## config.mk

```make
export PLATFORM = sky130hd
export DESIGN_NAME = rps_sequencer
export DESIGN_NICKNAME = d
export VERILOG_FILES = /design/src/rtl/rps_pkg.sv /design/src/rtl/rps_delay_counter.sv /design/src/rtl/rps_sequencer.sv
export VERILOG_INCLUDE_DIRS = /design/src /design/src/rtl
export SDC_FILE = /design/constraint.sdc
export NUM_CORES = 1
export LEC_CHECK = 0
export BUFFER_PORTS_ARGS = -buffer_cell sky130_fd_sc_hd__buf_2
export CAP_MARGIN = 20
export CORE_MARGIN = 2
export CORE_UTILIZATION = 30
export CTS_CLUSTER_SIZE = 24
export DETAILED_ROUTE_END_ITERATION = 10
export GPL_TIMING_DRIVEN = 0
export PLACE_DENSITY_LB_ADDON = 0.1
export SLEW_MARGIN = 40
export SYNTH_ARGS = -nofsm -noshare
export SYNTH_HDL_FRONTEND = slang
export SYNTH_SLANG_ARGS = --single-unit
```

## constraint.sdc

```tcl
create_clock -name clk_i -period 5 [get_ports clk_i]
set_input_delay 0.75 -clock clk_i [delete_from_list [all_inputs] [get_ports clk_i]]
set_output_delay 0.75 -clock clk_i [all_outputs]
set_load 0.01 [all_outputs]
```

## src/rtl/rps_regs.svh

```systemverilog
// register offsets, field positions, reset values and timing counts
// assumes a 50 MHz clock and a 32-bit classic Wishbone slave port
`ifndef RPS_REGS_SVH
`define RPS_REGS_SVH

`define RPS_CLK_MHZ 50
`define RPS_SETTLE_TIME_NS 10000
`define RPS_SETTLE_CYCLES ((`RPS_SETTLE_TIME_NS * `RPS_CLK_MHZ + 999) / 1000)
`define RPS_POWER_UP_TIME_MS 64
`define RPS_POWER_UP_CYCLES (`RPS_POWER_UP_TIME_MS * `RPS_CLK_MHZ * 1000)
`define RPS_CNT_W 22

`define RPS_ADR_RESET_CTRL 8'h00
`define RPS_ADR_INT_FLAG 8'h04
`define RPS_ADR_INT_MASK 8'h08
`define RPS_ADR_STATUS 8'h0C

`define RPS_BIT_KEEP_POWERED 8
`define RPS_BIT_BROWN_OUT 1
`define RPS_BIT_LV_FLAG 8
`define RPS_BIT_BROWN_EVT 1
`define RPS_BIT_READY_EVT 0
`define RPS_INT_BITS 32'h0000_0103

`define RPS_RST_RESET_CTRL 32'h0000_0000
`define RPS_RST_INT_FLAG 32'h0000_0000
`define RPS_RST_INT_MASK 32'h0000_0000

`endif

```

## src/rtl/rps_pkg.sv

```systemverilog
// types shared by the power sequencer and its delay counter
// assumes rps_regs.svh for register and timing constants; the state codes are set here
package rps_pkg;

  typedef enum logic [5:0] {
    RPS_ST_POR   = 6'h01,
    RPS_ST_START = 6'h02,
    RPS_ST_RUN   = 6'h04,
    RPS_ST_SLEEP = 6'h08,
    RPS_ST_WAKE  = 6'h10,
    RPS_ST_BROWN = 6'h20
  } rps_state_e;

  typedef logic [31:0] rps_word_t;

endpackage : rps_pkg

```

## src/rtl/rps_delay_counter.sv

```systemverilog
// down counter that times start-up and wake delays
// assumes load_i is a single-cycle strobe from the sequencer
`timescale 1ns/1ns
module rps_delay_counter
  import rps_pkg::*;
#(
  parameter int W = 22
)
(
  input wire logic clk_i,
  input wire logic rst_i,
  input wire logic ce_i,
  input wire logic load_i,
  input wire logic [W-1:0] value_i,
  output logic done_o
);

  logic [W-1:0] count_ff;

  always_ff @(posedge clk_i)
  begin
    if (rst_i)
      count_ff <= '0;
    else if (ce_i)
    begin
      if (load_i)
        count_ff <= value_i;
      else if (count_ff != '0)
        count_ff <= count_ff - W'(1);
    end
  end

  assign done_o = (count_ff == '0);

endmodule : rps_delay_counter

```

## src/rtl/rps_sequencer.sv

```systemverilog
// regulator start-up, sleep standby and brown-out sequencer
// assumes pins strap/comparators are asynchronous, sleep/wake requests
// come from core logic on clk_i, registers over classic Wishbone
`timescale 1ns/1ns
`include "rps_regs.svh"
module rps_sequencer
  import rps_pkg::*;
#(
  parameter int POWER_UP_CYCLES = `RPS_POWER_UP_CYCLES,
  parameter int SETTLE_CYCLES = `RPS_SETTLE_CYCLES
)
(
  input wire logic clk_i,
  input wire logic rst_i,
  input wire logic ce_i,
  input wire logic regulator_enable_strap_i,
  input wire logic low_voltage_cmp_i,
  input wire logic brown_out_cmp_i,
  input wire logic sleep_req_i,
  input wire logic wake_req_i,
  input wire logic wb_cyc_i,
  input wire logic wb_stb_i,
  input wire logic wb_we_i,
  input wire logic [7:0] wb_adr_i,
  input wire logic [3:0] wb_sel_i,
  input wire logic [31:0] wb_dat_i,
  output logic [31:0] wb_dat_o,
  output logic wb_ack_o,
  output logic exec_enable_o,
  output logic regulator_standby_o,
  output logic flash_power_o,
  output logic brown_out_reset_o,
  output logic irq_o
);

  localparam int CW = `RPS_CNT_W;
  localparam int NSYNC = 3;

  // pin synchronisers: strap, low-voltage comparator, brown-out comparator
  logic [NSYNC-1:0] sync1_ff;
  logic [NSYNC-1:0] sync2_ff;
  logic [NSYNC-1:0] pin_async;
  logic strap;
  logic lv_cmp;
  logic bo_cmp;
  logic lv_prev_ff;
  logic [1:0] sync_fill_ff;

  assign pin_async = {brown_out_cmp_i, low_voltage_cmp_i, regulator_enable_strap_i};

  genvar gi;
  generate
    for (gi = 0; gi < NSYNC; gi++)
    begin : g_sync
      always_ff @(posedge clk_i)
      begin
        if (rst_i)
        begin
          sync1_ff[gi] <= 1'b0;
          sync2_ff[gi] <= 1'b0;
        end
        else if (ce_i)
        begin
          sync1_ff[gi] <= pin_async[gi];
          sync2_ff[gi] <= sync1_ff[gi];
        end
      end
    end
  endgenerate

  assign strap = sync2_ff[0];
  assign lv_cmp = sync2_ff[1];
  assign bo_cmp = sync2_ff[2];

  // synchronised strap is only trusted once both stages have filled
  always_ff @(posedge clk_i)
  begin
    if (rst_i)
      sync_fill_ff <= 2'h0;
    else if (ce_i)
      sync_fill_ff <= {sync_fill_ff[0], 1'b1};
  end

  always_ff @(posedge clk_i)
  begin
    if (rst_i)
      lv_prev_ff <= 1'b0;
    else if (ce_i)
      lv_prev_ff <= lv_cmp;
  end

  // registers and wishbone decode
  logic keep_powered_ff;
  logic brown_flag_ff;
  rps_word_t int_flag_ff;
  rps_word_t int_mask_ff;
  logic ack_ff;
  rps_word_t dat_ff;
  logic wb_req;
  logic wr_ctrl;
  logic wr_mask;
  logic rd_flag;

  assign wb_req = wb_cyc_i && wb_stb_i && !ack_ff;
  assign wr_ctrl = wb_req && wb_we_i && (wb_adr_i == `RPS_ADR_RESET_CTRL);
  assign wr_mask = wb_req && wb_we_i && (wb_adr_i == `RPS_ADR_INT_MASK);
  assign rd_flag = wb_req && !wb_we_i && (wb_adr_i == `RPS_ADR_INT_FLAG);

  // sequencer state
  rps_state_e state_ff;
  rps_state_e nxt_state;
  logic cnt_load;
  logic [CW-1:0] cnt_value;
  logic cnt_done;
  logic brown_event;
  logic lv_event;
  logic ready_event;
  logic [CW-1:0] settle_val;
  logic [CW-1:0] power_up_val;
  logic [CW-1:0] start_val;

  assign settle_val = CW'(SETTLE_CYCLES);
  assign power_up_val = CW'(POWER_UP_CYCLES);
  assign start_val = strap ? settle_val : power_up_val;
  // a brown-out only exists on the regulator path
  assign brown_event = strap && bo_cmp && (state_ff != RPS_ST_BROWN) && (state_ff != RPS_ST_POR);
  assign lv_event = strap && lv_cmp && !lv_prev_ff;

  rps_delay_counter #(
    .W(CW)
  ) u_delay (
    .clk_i(clk_i),
    .rst_i(rst_i),
    .ce_i(ce_i),
    .load_i(cnt_load),
    .value_i(cnt_value),
    .done_o(cnt_done)
  );

  always_comb
  begin
    nxt_state = state_ff;
    cnt_load = 1'b0;
    cnt_value = start_val;
    unique case (state_ff)
      RPS_ST_POR:
      begin
        if (sync_fill_ff[1])
        begin
          nxt_state = RPS_ST_START;
          cnt_load = 1'b1;
        end
      end
      RPS_ST_START:
      begin
        if (brown_event)
          nxt_state = RPS_ST_BROWN;
        else if (cnt_done)
          nxt_state = RPS_ST_RUN;
      end
      RPS_ST_RUN:
      begin
        if (brown_event)
          nxt_state = RPS_ST_BROWN;
        else if (sleep_req_i)
          nxt_state = RPS_ST_SLEEP;
      end
      RPS_ST_SLEEP:
      begin
        if (brown_event)
          nxt_state = RPS_ST_BROWN;
        else if (wake_req_i)
        begin
          if (keep_powered_ff)
            nxt_state = RPS_ST_RUN;
          else
          begin
            nxt_state = RPS_ST_WAKE;
            cnt_load = 1'b1;
            cnt_value = settle_val;
          end
        end
      end
      RPS_ST_WAKE:
      begin
        if (brown_event)
          nxt_state = RPS_ST_BROWN;
        else if (cnt_done)
          nxt_state = RPS_ST_RUN;
      end
      RPS_ST_BROWN:
      begin
        // restart with a full start-up delay once the supply recovers
        if (!bo_cmp)
        begin
          nxt_state = RPS_ST_START;
          cnt_load = 1'b1;
        end
      end
    endcase
  end

  always_ff @(posedge clk_i)
  begin
    if (rst_i)
      state_ff <= RPS_ST_POR;
    else if (ce_i)
      state_ff <= nxt_state;
  end

  // outputs come straight from flops, derived from the next state
  logic exec_ff;
  logic standby_ff;
  logic flash_pwr_ff;
  logic brown_rst_ff;
  logic nxt_exec;

  assign nxt_exec = (nxt_state == RPS_ST_RUN);
  assign ready_event = nxt_exec && !exec_ff;

  always_ff @(posedge clk_i)
  begin
    if (rst_i)
      exec_ff <= 1'b0;
    else if (ce_i)
      exec_ff <= nxt_exec;
  end

  always_ff @(posedge clk_i)
  begin
    if (rst_i)
    begin
      standby_ff <= 1'b0;
      flash_pwr_ff <= 1'b1;
    end
    else if (ce_i)
    begin
      standby_ff <= (nxt_state == RPS_ST_SLEEP) && strap && !keep_powered_ff;
      flash_pwr_ff <= !((nxt_state == RPS_ST_SLEEP) && !keep_powered_ff);
    end
  end

  always_ff @(posedge clk_i)
  begin
    if (rst_i)
      brown_rst_ff <= 1'b0;
    else if (ce_i)
      brown_rst_ff <= (nxt_state == RPS_ST_BROWN);
  end

  // reset control word: keep-powered bit and brown-out flag
  always_ff @(posedge clk_i)
  begin
    if (rst_i)
      keep_powered_ff <= 1'(`RPS_RST_RESET_CTRL >> `RPS_BIT_KEEP_POWERED);
    else if (ce_i && wr_ctrl && wb_sel_i[1])
      keep_powered_ff <= wb_dat_i[`RPS_BIT_KEEP_POWERED];
  end

  // hardware set beats a software clear in the same cycle
  always_ff @(posedge clk_i)
  begin
    if (rst_i)
      brown_flag_ff <= 1'b0;
    else if (ce_i)
    begin
      if (brown_event)
        brown_flag_ff <= 1'b1;
      else if (wr_ctrl && wb_sel_i[0])
        brown_flag_ff <= wb_dat_i[`RPS_BIT_BROWN_OUT];
    end
  end

  // interrupt flags: sticky, cleared by reading them
  rps_word_t flag_set;
  rps_word_t nxt_int_flag;

  always_comb
  begin
    flag_set = '0;
    flag_set[`RPS_BIT_LV_FLAG] = lv_event;
    flag_set[`RPS_BIT_BROWN_EVT] = brown_event;
    flag_set[`RPS_BIT_READY_EVT] = ready_event;
    nxt_int_flag = rd_flag ? flag_set : (int_flag_ff | flag_set);
  end

  always_ff @(posedge clk_i)
  begin
    if (rst_i)
      int_flag_ff <= `RPS_RST_INT_FLAG;
    else if (ce_i)
      int_flag_ff <= nxt_int_flag;
  end

  always_ff @(posedge clk_i)
  begin
    if (rst_i)
      int_mask_ff <= `RPS_RST_INT_MASK;
    else if (ce_i && wr_mask)
    begin
      for (int b = 0; b < 4; b++)
      begin
        if (wb_sel_i[b])
          int_mask_ff[b*8 +: 8] <= wb_dat_i[b*8 +: 8] & 8'(`RPS_INT_BITS >> (b*8));
      end
    end
  end

  logic irq_ff;

  always_ff @(posedge clk_i)
  begin
    if (rst_i)
      irq_ff <= 1'b0;
    else if (ce_i)
      irq_ff <= |(nxt_int_flag & int_mask_ff);
  end

  // wishbone read data and ack; unmapped addresses read zero and ack
  rps_word_t rd_mux;

  always_comb
  begin
    rd_mux = '0;
    unique case (wb_adr_i)
      `RPS_ADR_RESET_CTRL:
      begin
        rd_mux[`RPS_BIT_KEEP_POWERED] = keep_powered_ff;
        rd_mux[`RPS_BIT_BROWN_OUT] = brown_flag_ff;
      end
      `RPS_ADR_INT_FLAG: rd_mux = int_flag_ff;
      `RPS_ADR_INT_MASK: rd_mux = int_mask_ff;
      `RPS_ADR_STATUS: rd_mux = {22'h0, state_ff, flash_pwr_ff, standby_ff, strap, exec_ff};
      default: rd_mux = '0;
    endcase
  end

  always_ff @(posedge clk_i)
  begin
    if (rst_i)
    begin
      ack_ff <= 1'b0;
      dat_ff <= '0;
    end
    else if (ce_i)
    begin
      ack_ff <= wb_req;
      if (wb_req && !wb_we_i)
        dat_ff <= rd_mux;
    end
  end

  assign wb_ack_o = ack_ff;
  assign wb_dat_o = dat_ff;
  assign exec_enable_o = exec_ff;
  assign regulator_standby_o = standby_ff;
  assign flash_power_o = flash_pwr_ff;
  assign brown_out_reset_o = brown_rst_ff;
  assign irq_o = irq_ff;

endmodule : rps_sequencer

```

# Word-level counts from Yosys, hierarchy flattened
# Index checks and enable logic that the tools add are counted.
# totals
input_bits	55
regBits	112
mem_bits_ro	0
ramBits	0
latch_bits	0
n_memories	0
output_inout_bits	38
# classes
n_bitwise	2
add_sub_neg	1
mul	0
shifts	0
n_div	0
order_cmp	0
mux	31
n_reduce_logical	38
n_eq_ne	14
# op_table
cell	n
$mux 22	7
$mux 6	8
$pmux 23 s2	1
$and 32x9->32	1
$mux 32	1
$or 32x9->32	1
$reduce_or 32->1	1
$pmux 6 s5	1
$logic_not 22->1	1
$reduce_bool 22->1	1
$sub 22x1->22 const B	1
$logic_and 1x1->1	20
$eq 8x4->1 const B	2
$eq 6x3->1 const B	2
$eq 6x4->1 const B	2
$eq 6x6->1 const B	2
$pmux 6 s2	1
$reduce_and 2->1	5
$eq 8x3->1 const B	1
$logic_not 8->1	1
$pmux 1 s4	2
$mux 1	7
$eq 6x1->1 const B	1
$eq 6x2->1 const B	1
8 further kinds	15

# Logic depth before layout (Yosys ltp)
# logic_depth
depth_word	11
ltp_mapped	9
mapped_depth_nobuf	8

# Modules after synthesis
# Synthesis repeated with hierarchy kept, for this count alone.
# unflattened
hier_cells	496
area_unflattened_um2	3980.1
# by_module_without_submodules
module	seq_area_each_um2	area_per_inst_um2	n_inst	cells_each
rps_sequencer	800.8	2478.6	1	289
rps_delay_counter	440.4	1501.4	1	207

# Worst setup path before layout
# Ideal clock, no wire load.
# synth_path
path_kind	flip-flop to flip-flop
from	reg u_delay.count_ff[16]
to	reg int_flag_ff[0]
arrival_ns	2.297
setup_time_ns	0.083
stages_incl_launch_ff	7
path_slack_ns	2.620
cell_sequence	dfxtp_1 or4_4 or3_4 o31a_1 a21oi_1 or4b_4 o31ai_4
# synth_via
elab_chain_len	8
# synth_lines
item	line	source
start: declaration	rps_delay_counter.sv:18	logic [W-1:0] count_ff;
start signal: assignment	rps_delay_counter.sv:27	count_ff <= value_i;
start signal: assignment	rps_delay_counter.sv:29	count_ff <= count_ff - W'(1);
$logic_not 22->1 *	rps_delay_counter.sv:33	assign done_o = (count_ff == '0);
$mux 6 *	rps_sequencer.sv:158, rps_sequencer.sv:188	
$mux 6 *	rps_sequencer.sv:156	if (brown_event)
$pmux 6 s5 *	rps_sequencer.sv:145	unique case (state_ff)
$eq 6x3->1 *	rps_sequencer.sv:218	assign nxt_exec = (nxt_state == RPS_ST_RUN);
$logic_and 1x1->1 *	rps_sequencer.sv:219	assign ready_event = nxt_exec && !exec_ff;
$or 32x9->32	rps_sequencer.sv:284	nxt_int_flag = rd_flag ? flag_set : (int_flag_ff | flag_set);
$mux 32 *	rps_sequencer.sv:284	
end signal: assignment	rps_sequencer.sv:290	int_flag_ff <= `RPS_RST_INT_FLAG;
end signal: assignment	rps_sequencer.sv:292	int_flag_ff <= nxt_int_flag;
end: declaration	rps_sequencer.sv:95	rps_word_t int_flag_ff;
# Every way passes the cells marked *; elsewhere a longest branch is shown, timed or not.
# A chain may end at the register's enable or synchronous reset.

# Final worst setup path
# layout_path
from	reg u_delay.count_ff[16]
to	reg u_delay.count_ff[20]
# layout_via
elab_chain_len	3
word_cells_on_any_way	6
cone_classes	1 x add/sub; 2 x mux; 3 x reduce/logical
# layout_lines
item	line
$sub 22x1->22 / $reduce_bool 22->1 (equally long branches)	rps_delay_counter.sv:29, rps_delay_counter.sv:28
$mux 22 / $reduce_bool 2->1 (equally long branches)	-
$mux 22 / $reduce_and 2->1 (equally long branches)	-
# Several ways; a longest one is shown, not always the timed one. The select of a mux whose other input is x is not followed.

==> impl_metrics.ini <==
[run_status]
status = completed

[timing]
maxClockFrequency_mhz = 331
rsz0062_at_grt = false
hold_violations = 0
setup_viol = 0
min_period_ps = 3020
tns_ps = 0
slew_viol_final = 0
period_share_pct = 60.4
setup_slack_ps = 1980
fin_worst_skew_ps = 6.01
worst_pin_slew_ps = 750
slew_headroom_pct = 49.6

[global_routing]
grt_pass1_vias = 3277
grt_pass1_wl_um = 17000
use_met2_pct = 28.6
global_route.usage.total_pct = 17.0
busiest_layer = met2
met1_usage_pct = 22.3
grt_max_degree = 24
antenna_found_initial = 0
grt_use_met3_pct = 3.35
grt_overflow_total = 0

[synth]
synth_nets = 499
synth_area_leaders = dfxtp_1, nor2_1, a21oi_1
synth.area.mux_share_pct = 4.45
synthArstFlopShare_pct = 0
synth_ff_type = dfxtp_1
synth_top_family_by_area = simple AND/OR/NAND/NOR gates
seq_area_frac_synth_pct = 35.3
synth-edff-count = 0
ys_seq_elements = 62
synthAdderAreaFrac_pct = 0.356
synth_commonest_cells = nor2_1, dfxtp_1, a21oi_1
synthXorXnorAreaFrac_pct = 3.24
synth.most_common_cell = nor2_1
synth_cells = 443
yosysTopAreaCellShare_pct = 35.3
synth_cell_types = 61
yosys.area_share.simple_pct = 25.8
synth_area_um2 = 3510
syn_area_per_cell_um2 = 7.93
synth_compound_area_share_pct = 22.5
ys_warn_count = 0
yosysTopAreaCell = dfxtp_1

[routing]
wl_per_cell_um = 16.4
drc_errors = 0
first_iter_violations = 218
drtAntennaViolNets = 0
viasPerCell = 5.34
firstDrtPassIters = 5
wirelength_um = 10800
via_count = 3529

[layout]
drive_gt1_share_pct = 20.8
nets = 569
final_cell_area_um2 = 4300
nFillCells = 1195
area_delta_synth_final_pct = 22.5
antennaDiodeCount = 0

[floorplan]
start_util_pct = 30.8
io-pin-count = 93
die-area_um2 = 12600
die_w_um = 112
num_rows = 39
coreArea_um2 = 11400
die-height_um = 112

[setup_path]
arrival_ps = 3270
end_kind = flop
startpoint_type = flop
path_max_fanout = 10
crit_type = flop to flop
required_ps = 5250

[power_and_ir_drop]
vdd_drop_max_v = 0.000253
power_uw = 2190
p_per_area_nw_per_um2 = 508
p_leak_uw = 0.00172

[clocking]
clkSlewWorstSetupHoldPaths_ps = 60
post_cts_resized = 0
ctsRootBufferMaster = clkbuf_16
cts.sinks = 62
numCtsBuffers = 9
clk_latency_ps = 330
post_cts_buffers = 0
htreeDepth = 3
clk_path_buf_depth = 2
tritoncts = built
holdBufCountCts = 0

[placed_design]
gp_congestion = 0.887
hpwl_um = 7730
portBuffers = 59
place_ws_ps = 2080
postPlaceCellArea_um2 = 3990

[flow_run]
drv_cap = 0

[hold_path]
hold_path_class = flop to flop
per-stage QoR:
stage | hold WS (ps) | cells | util, %
floorplan | 434 | 443 | -
global placement | 439 | 645 | 34.9
detailed placement | 450 | 645 | 34.9
CTS | 460 | 661 | 37.6
global route | 477 | 661 | 37.7
finish | 458 | 661 | 37.7
cell usage in the layout (no fill, tap or decap), types with 10 or more instances in the layout:
cell      synthesis  layout
nor2_1           69      69
dfxtp_1          62      62
buf_2             1      60
a21oi_1          35      35
o21ai_0          34      34
clkbuf_1         25      25
buf_4            21      21
nand2_1          20      20
nor3_1           19      19
xor2_1           12      12
a22oi_1          10      10
mux2i_1          10      10
layer usage:
metal / share of wire (%) / up-vias / routed length (um)
met3: 4.9 / 9 / 535
li1: - / 1747 / -
met1: 47 / 1677 / 5130
met2: 47 / 96 / 5060
met5: 0 / - / 0
met4: 0.99 / 0 / 107
worst paths after layout:
kind | startpoint | to | slack [ps] | depth (start not counted)
worst min-delay path | wb_dat_o[8] | wb_dat_o[8] | 460 | 2
worst max register to register | u_delay.count_ff[16] | u_delay.count_ff[20] | 1980 | 7
worst min register to register | wb_dat_o[8] | wb_dat_o[8] | 460 | 2
worst max-delay path | u_delay.count_ff[16] | u_delay.count_ff[20] | 1980 | 7
critical path: stages (launching register included):
cell	delay [ps]
dfxtp_1	360
or4_4	590
nor3_1	340
nand4_1	390
o21ai_1	540
clkbuf_1	410
o21ai_0	170
a21oi_1	160
cells by family (layout without fill, tap and decap cells):
family,after synthesis,count (layout)
AO/OA/AOI/OAI,123,123
AND/OR/NAND/NOR,174,174
buffers and inverters,57,132
XOR/XNOR,13,13
multiplexers,13,13
flip-flops,62,62
adder cells (fa/ha/maj),1,1
flip-flops by register name, indices dropped and copies added, names as in the netlist, 2 cells and up:
signal            count
u_delay.count_ff     22
wb_dat_o             11
state_ff              6
int_flag_ff           3
int_mask_ff           3
sync1_ff              3
sync_fill_ff          2
power breakdown:
| part | switching, uW | leakage (uW) | internal, uW |
|---|---|---|---|
| clock network | 238 | 0.000144 | 412 |
| logic | 547 | 0.00107 | 332 |
| registers | 78.4 | 0.000504 | 581 |
| total | 863 | 0.00172 | 1330 |
cell type report:
| type | instances | area, um^2 | area share [%] |
|---|---|---|---|
| clock inverters | 5 | 57.6 | 1.34 |
| repair buffers | 59 | 295 | 6.86 |
| flip-flops and latches | 62 | 1240 | 28.8 |
| clock buffers | 11 | 253 | 5.87 |
| well taps | 143 | 179 | 4.16 |
| plain buffers | 49 | 264 | 6.13 |
| multi-input cells | 324 | 1980 | 46.1 |
| inverters | 8 | 30.0 | 0.698 |
(Power assumes the default switching activity.)
